<file path="src/pkg/pisr_map.svh">
// Register offsets, field positions and reset values of the status bank
`ifndef PISR_MAP_SVH
`define PISR_MAP_SVH
`define PISR_ADDR_INT_CS      5'h1B
`define PISR_ADDR_DIAG_CS     5'h1D
`define PISR_ADDR_PHY_CS      5'h1E
`define PISR_ADDR_PHY_CTL2    5'h1F
`define PISR_INT_EN_SHIFT     8
`define PISR_DIAG_EN_BIT      15
`define PISR_PHY_ISO_BIT      3
`define PISR_CTL2_INTLVL_BIT  9
`define PISR_DIAG_RSV_RST     3'h0
`define PISR_RESULT_RST       2'h0
`define PISR_OPMODE_RST       3'h0
`define PISR_FAULT_CNT_RST    9'h000
`endif

</file>
<file path="src/pkg/pisr_pkg.sv">
// Types shared by the status register bank
package pisr_pkg;
  typedef struct packed {
    logic pd_fault;
    logic lp_ack;
    logic link_down;
    logic rem_fault;
    logic link_up;
  } pisr_events_t;

  typedef struct packed {
    logic       done;
    logic [1:0] result;
    logic       short_cable;
    logic [8:0] fault_dist;
  } pisr_diag_t;

  typedef struct packed {
    logic       pause_cap;
    logic       link_up;
    logic       pol_rev;
    logic       mdix;
    logic       energy;
    logic [2:0] op_mode;
  } pisr_phy_t;
endpackage

</file>
<file path="src/rtl/pisr_regs.sv">
// Interrupt, cable diagnostic and PHY status/control register slice
`timescale 1ns/1ps
`include "pisr_map.svh"
// Overview of operation
// Flag bit 4 on parallel detect fault
// Flag bit 3 on partner acknowledge
// Flag bit 2 when link goes down
// Flag bit 1 on remote fault
// Flag bit 0 when link comes up
// Test enable bit 15 self-clears when done
// Results valid whenever test enable reads zero
// Two-bit diagnostic result at bits 14:13
// Short cable bit 12, distance bits 8:0
// Pause capability read-only at bit 9
// Link bit 8, energy detect bit 4
// Polarity bit 7, crossover bit 5
// Writable isolate bit 3, default zero
// Resolved speed/duplex code at bits 2:0
// Enables eight above flags gate interrupt
// Interrupt level bit selects output polarity
// Flags hold until read, events never lost; events arriving while I_CE is low are not captured
// Read-only writes ignored; diag reserved bits 11:9 take writes and read back
module pisr_regs (
  input  wire logic                  I_SYS_CLK,
  input  wire logic                  I_RESET,
  input  wire logic                  I_CE,
  input  wire logic [4:0]            I_REG_ADDR,
  input  wire logic                  I_REG_WR,
  input  wire logic                  I_REG_RD,
  input  wire logic [15:0]           I_REG_WDATA,
  input  wire pisr_pkg::pisr_events_t I_EVENTS,
  input  wire pisr_pkg::pisr_diag_t  I_DIAG,
  input  wire pisr_pkg::pisr_phy_t   I_PHY,
  output logic [15:0]                O_REG_RDATA,
  output logic                       O_DIAG_START,
  output logic                       O_ISOLATE,
  output logic                       O_INT
);
  import pisr_pkg::*;

  // ----------------------------------------
  // Storage
  // ----------------------------------------
  logic [4:0]  flags;
  logic [7:0]  int_en;
  logic        diag_en;
  logic [2:0]  diag_rsv;
  logic        isolate;
  logic        int_lvl;
  logic [15:0] ctl2_rest;

  // ----------------------------------------
  // Decode
  // ----------------------------------------
  function automatic logic hit(input logic [4:0] a, input logic [4:0] want);
    hit = (a == want);
  endfunction

  wire        wr_int   = I_CE && I_REG_WR && hit(I_REG_ADDR, `PISR_ADDR_INT_CS);
  wire        wr_diag  = I_CE && I_REG_WR && hit(I_REG_ADDR, `PISR_ADDR_DIAG_CS);
  wire        wr_phy   = I_CE && I_REG_WR && hit(I_REG_ADDR, `PISR_ADDR_PHY_CS);
  wire        wr_ctl2  = I_CE && I_REG_WR && hit(I_REG_ADDR, `PISR_ADDR_PHY_CTL2);
  wire        rd_int   = I_CE && I_REG_RD && hit(I_REG_ADDR, `PISR_ADDR_INT_CS);
  wire [4:0]  ev_vec   = I_EVENTS;
  // set beats read clear
  wire [4:0]  next_flags = (rd_int ? 5'h00 : flags) | ev_vec;
  // self clear on completion
  wire        next_diag_en = wr_diag ? (I_REG_WDATA[`PISR_DIAG_EN_BIT] | (diag_en & ~I_DIAG.done))
                                     : (diag_en & ~I_DIAG.done);
  wire        diag_start = wr_diag && I_REG_WDATA[`PISR_DIAG_EN_BIT] && !diag_en;
  // enables gate flags
  wire        int_any  = |(next_flags & int_en[4:0]);

  wire [15:0] rd_int_w  = {int_en, 3'h0, flags};
  // results straight from the measurement
  wire [15:0] rd_diag_w = {diag_en, I_DIAG.result, I_DIAG.short_cable, diag_rsv,
                           I_DIAG.fault_dist};
  // live status, R18 reserved read zero
  wire [15:0] rd_phy_w  = {6'h00, I_PHY.pause_cap, I_PHY.link_up, I_PHY.pol_rev, 1'b0,
                           I_PHY.mdix, I_PHY.energy, isolate, I_PHY.op_mode};
  wire [15:0] rd_ctl2_w = {ctl2_rest[15:10], int_lvl, ctl2_rest[8:0]};
  wire [15:0] rd_mux    = hit(I_REG_ADDR, `PISR_ADDR_INT_CS)   ? rd_int_w  :
                          hit(I_REG_ADDR, `PISR_ADDR_DIAG_CS)  ? rd_diag_w :
                          hit(I_REG_ADDR, `PISR_ADDR_PHY_CS)   ? rd_phy_w  :
                          hit(I_REG_ADDR, `PISR_ADDR_PHY_CTL2) ? rd_ctl2_w : 16'h0000;

  // ----------------------------------------
  // Registers
  // ----------------------------------------
  always_ff @(posedge I_SYS_CLK) begin
    if (I_RESET) begin
      flags        <= 5'h00;
      int_en       <= 8'h00;
      diag_en      <= 1'b0;
      diag_rsv     <= `PISR_DIAG_RSV_RST;
      isolate      <= 1'b0;
      int_lvl      <= 1'b0;
      ctl2_rest    <= 16'h0000;
      O_REG_RDATA  <= 16'h0000;
      O_DIAG_START <= 1'b0;
      O_ISOLATE    <= 1'b0;
      O_INT        <= 1'b1;
    end else if (I_CE) begin
      // sticky event flags
      flags        <= next_flags;
      diag_en      <= next_diag_en;
      O_DIAG_START <= diag_start;
      if (I_REG_RD) begin
        O_REG_RDATA <= rd_mux;
      end
      if (wr_int) begin
        int_en <= I_REG_WDATA[15:8];
      end
      if (wr_diag) begin
        diag_rsv <= I_REG_WDATA[11:9];
      end
      // isolate control
      if (wr_phy) begin
        isolate   <= I_REG_WDATA[`PISR_PHY_ISO_BIT];
        O_ISOLATE <= I_REG_WDATA[`PISR_PHY_ISO_BIT];
      end
      if (wr_ctl2) begin
        int_lvl   <= I_REG_WDATA[`PISR_CTL2_INTLVL_BIT];
        ctl2_rest <= I_REG_WDATA & 16'hFDFF;
      end
      // output polarity
      O_INT <= (wr_ctl2 ? I_REG_WDATA[`PISR_CTL2_INTLVL_BIT] : int_lvl) ? int_any : ~int_any;
    end
  end
endmodule // pisr_regs

</file>
<file path="config.mk">
export PLATFORM = sky130hd
export DESIGN_NAME = pisr_regs
export DESIGN_NICKNAME = d
export VERILOG_FILES = /design/src/pkg/pisr_pkg.sv /design/src/rtl/pisr_regs.sv
export VERILOG_INCLUDE_DIRS = /design/src /design/src/pkg
export SDC_FILE = /design/constraint.sdc
export NUM_CORES = 1
export LEC_CHECK = 0
export ABC_CLOCK_PERIOD_IN_PS = 1500
export BUFFER_PORTS_ARGS = -buffer_cell sky130_fd_sc_hd__buf_4
export CAP_MARGIN = 20
export CORE_MARGIN = 2
export CORE_UTILIZATION = 45
export DETAILED_ROUTE_END_ITERATION = 6
export PLACE_DENSITY_LB_ADDON = 0.2
export SETUP_SLACK_MARGIN = 0.5
export SYNTH_ARGS = -nofsm -noshare
export SYNTH_HDL_FRONTEND = slang
export SYNTH_SLANG_ARGS = --single-unit
</file>
<file path="constraint.sdc">
create_clock -name I_SYS_CLK -period 1.5 [get_ports I_SYS_CLK]
set_clock_uncertainty 0.15 [all_clocks]
set_input_delay 0.3 -clock I_SYS_CLK [delete_from_list [all_inputs] [get_ports I_SYS_CLK]]
set_output_delay 0.3 -clock I_SYS_CLK [all_outputs]
set_load 0.1 [all_outputs]
</file>
==> metrics.csv, run 1 <==
stage,metric,value,unit
cells_and_area,final_nets,411,
worst_setup_path,critPathLaunchType,register,
pwr,switchingPower,933,uW
global_route,grt_usage,30.0,%
floorplanning,die-area,5500,um2
cells_and_area,num-fill-cells,243,
worst_setup_path,cp.required,1.55,ns
cells_and_area,drive_gt1_share,60.0,%
cells_and_area,final_common_cell,buf_4,
clock_network,clkSinkCount,52,
yosys,avgSynthCellArea,8.83,um2
route,drcViolationCount,0,
place,place_ws,-0.212,ns
pwr,switching_share,29.2,%
route,wire_per_inst,21.0,um
timing,final_hold_viol_count,0,
outcome,violations,setup timing,
global_route,globalRoute.totalOverflow,0,
timing,tns,-0.176,ns
timing,setup_ws,-0.176,ns
timing,slew_headroom,73.0,%
worst_setup_path,worstSetupEndpointType,register,
pwr,clkPwrFrac,31.8,%
cells_and_area,antennaDiodeCount,0,
route,avgViaCountPerCell,6.02,
yosys,syn-num-nets,303,
clock_network,htreeDepth,2,
pwr,pwr_density_cell,796,nW/um2
route,drtAntennaViolNets,0,
floorplanning,die_x,74.2,um
global_route,grt_pass1_vias,2377,
route,vias,2571,
pwr,internal_power,2.27,mW
timing,period_share,112,%
floorplanning,io_pins,71,
global_route,grt_max_degree,25,
clock_network,cts_tree,built,
worst_setup_path,crit_chain,a222oi_1 > nand2_1 > a21oi_4 > xor2_1 > o21ai_1,
timing,slew_violations,0,
global_route,antenna_found_initial,0,
floorplanning,die_y,74.2,um
job,drv_cap,0,
yosys,synth_top_area_share,47.0,%
yosys,yosysUniqueCellTypes,33,
clock_network,insertion_delay,0.31,ns
yosys,synth_cells,251,
worst_setup_path,cp_slowest_cell,a222oi_1,
cells_and_area,area_growth,81.5,%
place,hpwl,4630,um
floorplanning,start_util,46.9,%
worst_setup_path,crit_arrival,1.73,ns
pwr,ir_drop,0.000491,V
worst_setup_path,slowest_delay,0.40,ns
cells_and_area,layout_common_cells,"buf_4, nor2_1, dfxtp_1, buf_12, buf_6",
route,drt_iter0_markers,270,
clock_network,cts_buffers,5,
pwr,p_seq_share,45.2,%
floorplanning,num_rows,25,
timing,max_freq,0.597,GHz
timing,setup_viol,1,
pwr,p_leak,1.65,nW
yosys,ys_ff_latch,52,
hold_path,hold_path_class,in2reg,
yosys,yosysTopAreaCell,dfxtp_1,
yosys,ys_warn_count,0,
timing,worst_slew_pin_slew,0.405,ns
place,globalplace.congestion,0.869,
worst_setup_path,crit_fanout,4,
clock_network,root_buffer,clkbuf_8,
floorplanning,core_area,4720,um2
clock_network,clk_pin_slew,0.10,ns
outcome,outcome,finished with violations,
clock_network,cts_max_path_buffers,2,
yosys,synth_area_leaders,"dfxtp_1, nand2_1, nor2_1",
clock_network,holdBufCountCts,0,
global_route,grt_pass1_wl,12100,um
route,first_pass_iters,5,
place,io_buffer_count,70,
route,wirelength,8960,um
yosys,syn_area,2220,um2
pwr,power_frac_comb,23.0,%
yosys,ys_seq_area_share,47.0,%
worst_setup_path,worstSetupPathType,reg2reg,
timing,grt_setup_unrepaired,yes,
timing,fin_crit,1.68,ns
synthesized netlist by cell type, drive strengths merged:
cell type and instances:
or4 1, a311oi 2, or3 1, xor2 1
nor3 11, nor3b 1, o21ai 2, nand2b 1
and2b 1, a22oi 9, nor2 35, clkbuf 10
a221oi 1, o2bb2ai 7, a21oi 19, nand4 2
and2 1, a211oi 13, dfxtp 52, mux2i 12
nand3 2, a22o 7, inv 2, a222oi 8
nand2 41, a2bb2oi 1, buf 8
power by group through the flow:
stage / Combinational, mW / Clock, mW / Sequential, mW
after global placement: 0.544 / 0 / 1.46
after detailed placement: 0.548 / 0 / 1.46
after floorplan: 0.129 / 0 / 1.65
after global routing: 0.764 / 1.06 / 1.45
final: 0.737 / 1.02 / 1.45
after CTS: 0.665 / 0.996 / 1.44
repair_timing:
item                                    in CTS  in global routing
hold endpoints to repair                     0                  0
endpoints found under the setup margin      71                 71
resized for setup                          105                 60
gates cloned                                 3                  0
setup buffers                               13                  7
pin swaps                                   30                 38
cell type report:
class / count / area, um2 / area share, %
Clock buffer: 6 / 82.6 / 2.05
Clock inverter: 2 / 33.8 / 0.840
Inverter: 2 / 7.51 / 0.187
Multi-Input combinational cell: 180 / 1410 / 35.0
Sequential cell: 52 / 1120 / 27.7
Tap cell: 67 / 83.8 / 2.08
Timing Repair Buffer: 118 / 1290 / 32.1
path summary, 6_finish.rpt:
check        depth (start not counted)      endpoint           start  slack [ns]
max                                  5         O_INT       int_en[1]       -0.18
min                                  3  ctl2_rest[2]  I_REG_WDATA[2]        0.08
max reg2reg                          5         O_INT       int_en[1]       -0.18
min reg2reg                          2  ctl2_rest[7]    ctl2_rest[7]        0.31
metrics by stage:
step	instance area, um2	instances	power, mW	hold slack [ns]	utilization [%]
after detailed placement	3090	396	2.01	0.295	65.5
after CTS	3750	420	3.10	0.0902	79.4
after global routing	4020	427	3.28	0.0731	85.2
final	4020	427	3.20	0.0765	85.2
after global placement	3090	396	2.00	0.289	65.5
after floorplan	2360	251	1.78	0.281	-
cell families (layout without fill, tap and decap cells):
kind of cell	Yosys count	count (layout)	share of synthesized area, %
buffers and inverters	20	128	3.95
xor gates and xnor gates	1	1	0.395
DFF	52	52	47.0
muxes	12	12	5.42
AOI/OAI and AO/OA	69	69	23.4
and+or+nand+nor	97	98	19.8
worst max-delay path: cells and delay by family, from the launching register on:
kind                      cells  cell delay [ns]
AOI/OAI and AO/OA             3             0.65
xor gates and xnor gates      1             0.21
DFF                           1             0.36
and+or+nand+nor               1             0.20
state kept, by name (all words and copies together), names as in the netlist, 3 cells and up:
name         flops
ctl2_rest       15
flags            5
O_REG_RDATA     16
int_en           8
diag_rsv         3
metal layers:
metal | wire [um] | track usage (%)
met1 | 3300 | 38.0
met2 | 4520 | 51.7
met5 | 0 | 0
met3 | 727 | 5.28
met4 | 418 | 9.90
(Power assumes the default switching activity.)
==> run 2, diff against run 1 <==
- ABC_AREA: default -> 1
- CORE_MARGIN: 2 -> default
- CORE_UTILIZATION: 45 -> 46
==> metrics.csv, run 2 <==
stage,metric,value,unit,change
clock_network,clk_pin_slew,0.11,ns,was 0.10 ns
place,globalplace.congestion,0.838,,was 0.869
yosys,yosys.area_share.simple,25.9,%,was 19.8%
cells_and_area,fin_cells,520,,was 427
route,wire_per_inst,24.3,um,was 21.0 um
yosys,syn-num-nets,386,,was 303
yosys,ys_seq_area_share,43.9,%,was 47.0%
clock_network,cts_max_path_buffers,2,,unchanged
hold_path,min_path_cells,3,,unchanged
timing,max_freq,0.708,GHz,was 0.597 GHz
global_route,grt_usage,32.5,%,was 30.0%
clock_network,clkSinkCount,52,,unchanged
yosys,synth_mux_area_share,0,%,was 5.42%
global_route,grt_pass1_vias,2780,,was 2377
clock_network,insertion_delay,0.32,ns,was 0.31 ns
yosys,yosys.area_share.xor_xnor,0,%,was 0.395%
route,avgViaCountPerCell,6.41,,was 6.02
floorplanning,io_pins,71,,unchanged
global_route,grt_pass1_wl,13300,um,was 12100 um
place,place_ws,-0.108,ns,was -0.212 ns
yosys,synth_enable_flop_cells,0,,unchanged
worst_setup_path,crit_fanout,5,,was 4
cells_and_area,drive_gt1_share,57.2,%,was 60.0%
place,io_buffer_count,70,,unchanged
timing,worst_slew_pin_slew,0.360,ns,was 0.405 ns
floorplanning,start_util,48.9,%,was 46.9%
worst_setup_path,r2r_cells,7,,was 5
clock_network,holdBufCountCts,0,,unchanged
place,hpwl,4990,um,was 4630 um
place,place_area,3300,um2,was 3090 um2
floorplanning,die_y,73.8,um,was 74.2 um
clock_network,htreeDepth,2,,unchanged
worst_setup_path,crit_arrival,1.49,ns,was 1.73 ns
cells_and_area,regMostFlops,O_REG_RDATA,,unchanged
yosys,synth_compound_area_share,20.4,%,was 23.4%
timing,setup_viol,0,,was 1
cells_and_area,final_nets,504,,was 411
job,drv_cap,0,,unchanged
yosys,ys_ff_latch,52,,unchanged
global_route,antenna_found_initial,0,,unchanged
outcome,outcome,completed,,was finished with violations
route,vias,3335,,was 2571
floorplanning,die-area,5450,um2,was 5500 um2
cells_and_area,design_area,4510,um2,was 4020 um2
timing,slew_headroom,75.7,%,was 73.0%
timing,final_hold_viol_count,0,,unchanged
yosys,synth_top_flop_cell,dfxtp_1,,unchanged
floorplanning,core_area,4850,um2,was 4720 um2
place,place_inst,485,,was 396
timing,setup_ws,0.0878,ns,was -0.176 ns
cells_and_area,antennaDiodeCount,0,,unchanged
yosys,synth_top_family_by_area,simple AND/OR/NAND/NOR gates,,was compound AO/OA/AOI/OAI gates
clock_network,root_buffer,clkbuf_8,,unchanged
yosys,synth.most_common_cell,nand2_1,,was dfxtp_1
worst_setup_path,cp.required,1.57,ns,was 1.55 ns
global_route,globalRoute.totalOverflow,0,,unchanged
yosys,avgSynthCellArea,7.10,um2,was 8.83 um2
cells_and_area,layout_common_cells,"buf_4, nand2_1, dfxtp_1, inv_1, nor2_1",,"was buf_4, nor2_1, dfxtp_1, buf_12, buf_6"
pwr,p_leak,1.83,nW,was 1.65 nW
cells_and_area,area_growth,90.0,%,was 81.5%
pwr,pwr_density_cell,703,nW/um2,was 796 nW/um2
pwr,ir_drop,0.000602,V,was 0.000491 V
yosys,async_flop_share,0,%,unchanged
route,drtAntennaViolNets,0,,unchanged
timing,slew_violations,0,,unchanged
route,drcViolationCount,0,,unchanged
clock_network,cts_buffers,5,,unchanged
yosys,synth_common_cells,"nand2_1, dfxtp_1, a21oi_1",,"was dfxtp_1, nand2_1, nor2_1"
cells_and_area,num-fill-cells,148,,was 243
worst_setup_path,worstSetupPathType,in2reg,,was reg2reg
floorplanning,die_x,73.8,um,was 74.2 um
route,wirelength,12700,um,was 8960 um
cells_and_area,largestRegisters,"O_REG_RDATA (16), ctl2_rest (15), int_en (8)",,unchanged
route,first_pass_iters,5,,unchanged
yosys,synth_area_leaders,"dfxtp_1, nand2_1, a21oi_1",,"was dfxtp_1, nand2_1, nor2_1"
hold_path,hold_path_class,in2reg,,unchanged
cells_and_area,final_common_cell,buf_4,,unchanged
yosys,syn_area,2370,um2,was 2220 um2
global_route,grt_max_degree,21,,was 25
timing,grt_setup_unrepaired,yes,,unchanged
floorplanning,num_rows,25,,unchanged
cells_and_area,largest_reg_flops,16,,unchanged
worst_setup_path,worstSetupEndpointType,register,,unchanged
worst_setup_path,critPathLaunchType,primary input,,was register
yosys,yosysTopAreaCell,dfxtp_1,,unchanged
yosys,synthAdderAreaFrac,0,%,unchanged
timing,fin_crit,1.41,ns,was 1.68 ns
yosys,synth_top_area_share,43.9,%,was 47.0%
yosys,synth_cells,334,,was 251
clock_network,cts_tree,built,,unchanged
yosys,ys_warn_count,0,,unchanged
timing,period_share,94.1,%,was 112%
route,drt_iter0_markers,471,,was 270
yosys,yosysUniqueCellTypes,23,,was 33
run 2: per-stage QoR:
step / hold slack [ns] / util (%) / power, mW / setup TNS (ns)
global placement: 0.282 / 68.0 / 1.99 / -0.0461
floorplan: 0.275 / - / 1.77 / 0
detailed placement: 0.286 / 68.0 / 1.99 / -0.293
global route: 0.0975 / 93.0 / 3.23 / 0
CTS: 0.0966 / 83.8 / 2.98 / 0
finish: 0.0918 / 93.0 / 3.17 / 0
run 2: final timing paths:
kind                        from       endpoint  slack, ns
setup / recovery   I_REG_ADDR[0]   ctl2_rest[3]       0.09
hold / removal    I_REG_WDATA[1]   ctl2_rest[1]       0.09
setup reg to reg        flags[4]          O_INT       0.24
hold reg to reg    ctl2_rest[11]  ctl2_rest[11]       0.35
run 2: area by class of cell:
class | instances | area, um2 | area share (%)
Timing Repair Buffer | 124 | 1360 | 30.1
Multi-Input combinational cell | 228 | 1660 | 36.9
Inverter | 41 | 186 | 4.14
Clock buffer | 7 | 97.6 | 2.17
Clock inverter | 1 | 5.00 | 0.111
Tap cell | 67 | 83.8 | 1.86
Sequential cell | 52 | 1110 | 24.7
run 2: report_power, final:
| part | switching [mW] | internal (mW) | leakage (nW) | total [mW] |
|---|---|---|---|---|
| clock network | 0.508 | 0.430 | 0.0534 | 0.938 |
| logic | 0.475 | 0.315 | 1.34 | 0.791 |
| registers | 0.0411 | 1.40 | 0.436 | 1.44 |
| total | 1.02 | 2.14 | 1.83 | 3.17 |
run 2: kinds of logic after synthesis:
logic type             after synthesis
flip-flops                          52
buffers and inverters               56
AO/OA/AOI/OAI                       85
AND/OR/NAND/NOR                    141
run 2: per-layer routing:
metal | wire (um) | global-route usage, % | part of all wire, % | up-vias
li1 | - | - | - | 1348
met4 | 967 | 10.0 | 7.6 | 0
met2 | 6100 | 56.3 | 48 | 329
met5 | 0 | 0 | 0 | -
met3 | 1370 | 6.45 | 11 | 107
met1 | 4220 | 40.6 | 33 | 1551
run 2: repair_timing:
action                                  4_1_cts  5_1_grt
setup buffers                                14        9
pin swaps                                    27       26
endpoints found under the setup margin       70       71
gates resized for setup                     145       77
cloned                                        3        1
run 2: worst max-delay path, cell delays in order:
cell and delay (ns):
buf_8 0.09, nand2_8 0.05, nor2_4 0.20, nand3_4 0.16, inv_8 0.12, buf_8 0.14
buf_6 0.10, nand3_2 0.07, a21oi_1 0.26
==> run 3, diff against run 2 <==
- BUFFER_PORTS_ARGS: -buffer_cell sky130_fd_sc_hd__buf_4 -> -buffer_cell sky130_fd_sc_hd__buf_2
==> metrics.csv, run 3 (synthesized netlist as in run 2, its figures left out) <==
stage,metric,value,unit,change
global_route,grt_pass1_wl,13800,um,was 13300 um
global_route,use_met2,57.6,%,was 56.3%
timing,slew_headroom,76.4,%,was 75.7%
floorplanning,core_area,4850,um2,unchanged
timing,period_share,102,%,was 94.1%
worst_setup_path,crit_top_cell,nand2_1,,was buf_8
job,drv_cap,0,,unchanged
floorplanning,num_rows,25,,unchanged
cells_and_area,largestRegisters,"O_REG_RDATA (16), ctl2_rest (15), int_en (8)",,unchanged
clock_network,root_buffer,clkbuf_8,,unchanged
cells_and_area,drive_gt1_share,59.8,%,was 57.2%
place,io_buffer_count,70,,unchanged
worst_setup_path,cp_slowest_cell,buf_2,,was a21oi_1
global_route,top_usage_layer,met2,,unchanged
cells_and_area,layout_common_cells,"nand2_1, buf_2, dfxtp_1, inv_1, buf_12",,"was buf_4, nand2_1, dfxtp_1, inv_1, nor2_1"
worst_setup_path,slowest_delay,0.16,ns,was 0.26 ns
timing,setup_viol,1,,was 0
outcome,violations,setup timing,,
worst_setup_path,cp.required,1.60,ns,was 1.57 ns
route,drcViolationCount,0,,unchanged
route,drtAntennaViolNets,0,,unchanged
global_route,grt_pass1_vias,2847,,was 2780
worst_setup_path,crit_fanout,7,,was 5
floorplanning,start_util,48.9,%,unchanged
clock_network,holdBufCountCts,0,,unchanged
global_route,grt_usage,34.6,%,was 32.5%
cells_and_area,design_area,4380,um2,was 4510 um2
global_route,grt_max_degree,24,,was 21
cells_and_area,area_growth,84.6,%,was 90.0%
hold_path,hold_path_class,in2reg,,unchanged
cells_and_area,regMostFlops,O_REG_RDATA,,unchanged
worst_setup_path,critPathLaunchType,primary input,,unchanged
worst_setup_path,worstSetupEndpointType,register,,unchanged
route,avgViaCountPerCell,6.45,,was 6.41
route,wirelength,12000,um,was 12700 um
timing,final_hold_viol_count,0,,unchanged
pwr,switching_share,32.9,%,was 32.3%
worst_setup_path,crit_chain,buf_2 > nand2_2 > inv_4 > nand3_4 > nand2_1 > nand2_1 > nand2_1 > nand2_1 > nor2_1 > nand3_1 > nand3_1,,was buf_8 > nand2_8 > nor2_4 > nand3_4 > inv_8 > buf_8 > buf_6 > nand3_2 > a21oi_1
timing,fin_crit,1.53,ns,was 1.41 ns
cells_and_area,final_common_cell,nand2_1,,was buf_4
clock_network,clk_pin_slew,0.11,ns,about the same
pwr,power_frac_comb,24.5,%,was 25.0%
timing,max_freq,0.652,GHz,was 0.708 GHz
route,drt_iter0_markers,467,,was 471
floorplanning,die_y,73.8,um,unchanged
floorplanning,io_pins,71,,unchanged
route,first_pass_iters,5,,unchanged
outcome,outcome,finished with violations,,was completed
pwr,clkPwrFrac,28.8,%,was 29.6%
clock_network,cts_buffers,5,,unchanged
pwr,p_leak,1.83,nW,about the same
timing,worst_slew_pin_slew,0.354,ns,was 0.360 ns
timing,tns,-0.0341,ns,was 0 ns
floorplanning,die_x,73.8,um,unchanged
pwr,pwr_density_cell,704,nW/um2,was 703 nW/um2
cells_and_area,largest_reg_flops,16,,unchanged
timing,slew_violations,0,,unchanged
pwr,internal_power,2.07,mW,was 2.14 mW
global_route,globalRoute.totalOverflow,0,,unchanged
timing,setup_ws,-0.0341,ns,was 0.0878 ns
cells_and_area,fin_cells,517,,was 520
route,vias,3336,,was 3335
pwr,ir_drop,0.000640,V,was 0.000602 V
worst_setup_path,crit_arrival,1.63,ns,was 1.49 ns
route,wire_per_inst,23.2,um,was 24.3 um
global_route,antenna_found_initial,0,,unchanged
cells_and_area,antennaDiodeCount,0,,unchanged
pwr,p_seq_share,46.7,%,was 45.4%
clock_network,cts_tree,built,,unchanged
place,globalplace.congestion,0.836,,was 0.838
pwr,switchingPower,1.01,mW,was 1.02 mW
clock_network,clkSinkCount,52,,unchanged
place,hpwl,5020,um,was 4990 um
floorplanning,die-area,5450,um2,unchanged
global_route,use_met1,40.4,%,was 40.6%
timing,grt_setup_unrepaired,yes,,unchanged
place,place_inst,484,,was 485
clock_network,cts_max_path_buffers,2,,unchanged
global_route,grt_use_met3,7.27,%,was 6.45%
place,place_area,3420,um2,was 3300 um2
clock_network,insertion_delay,0.32,ns,about the same
cells_and_area,final_nets,501,,was 504
clock_network,htreeDepth,2,,unchanged
worst_setup_path,worstSetupPathType,in2reg,,unchanged
cells_and_area,final_util,90.3,%,was 93.0%
## run 3: power groups by stage
stage               logic (mW)  registers (mW)  clock network (mW)
floorplan                0.167            1.60                   0
global placement         0.559            1.46                   0
detailed placement       0.565            1.46                   0
CTS                      0.634            1.43               0.844
global route             0.777            1.44               0.922
finish                   0.755            1.44               0.887
## run 3: layout make-up
class,instances,area (um2)
repair buffers,122,1290
clock inverters,2,10.0
well taps,67,83.8
multi-input cells,227,1620
inverters,41,179
fillers,172,469
flip-flops and latches,52,1110
clock buffers,6,82.6
## run 3: repair_timing
| item | CTS | global route |
|---|---|---|
| setup buffers | 9 | 13 |
| endpoints found under the setup margin | 71 | 71 |
| gates cloned | 3 | 0 |
| gates resized for setup | 91 | 74 |
| pin swaps | 34 | 26 |
## run 3: worst max-delay path: cells and delay by family
family                 cells  cell delay [ns]
buffers and inverters      2             0.26
and+or+nand+nor            9             1.06
## run 3: path summary, 6_finish.rpt
path | depth (start not counted) | start | endpoint | slack (ns)
setup / recovery | 11 | I_CE | O_INT | -0.03
hold / removal | 3 | I_REG_WDATA[1] | ctl2_rest[1] | 0.08
setup reg to reg | 7 | flags[1] | O_INT | 0.12
hold reg to reg | 2 | ctl2_rest[14] | ctl2_rest[14] | 0.33
## run 3: routing by layer
metal | vias to the layer above | wire (um)
li1 | 1329 | -
met4 | 0 | 988
met2 | 358 | 5630
met5 | - | 0
met1 | 1532 | 4060
met3 | 117 | 1330
## run 3: through the flow
stage	hold slack [ns]	worst slack, ns	power (mW)
2_1_floorplan	0.275	0.139	1.77
3_3_place_gp	0.282	-0.0414	2.02
3_5_place_dp	0.292	-0.0972	2.03
4_1_cts	0.0777	0.176	2.91
5_1_grt	0.0844	-0.0383	3.14
6_report	0.0824	-0.0341	3.08
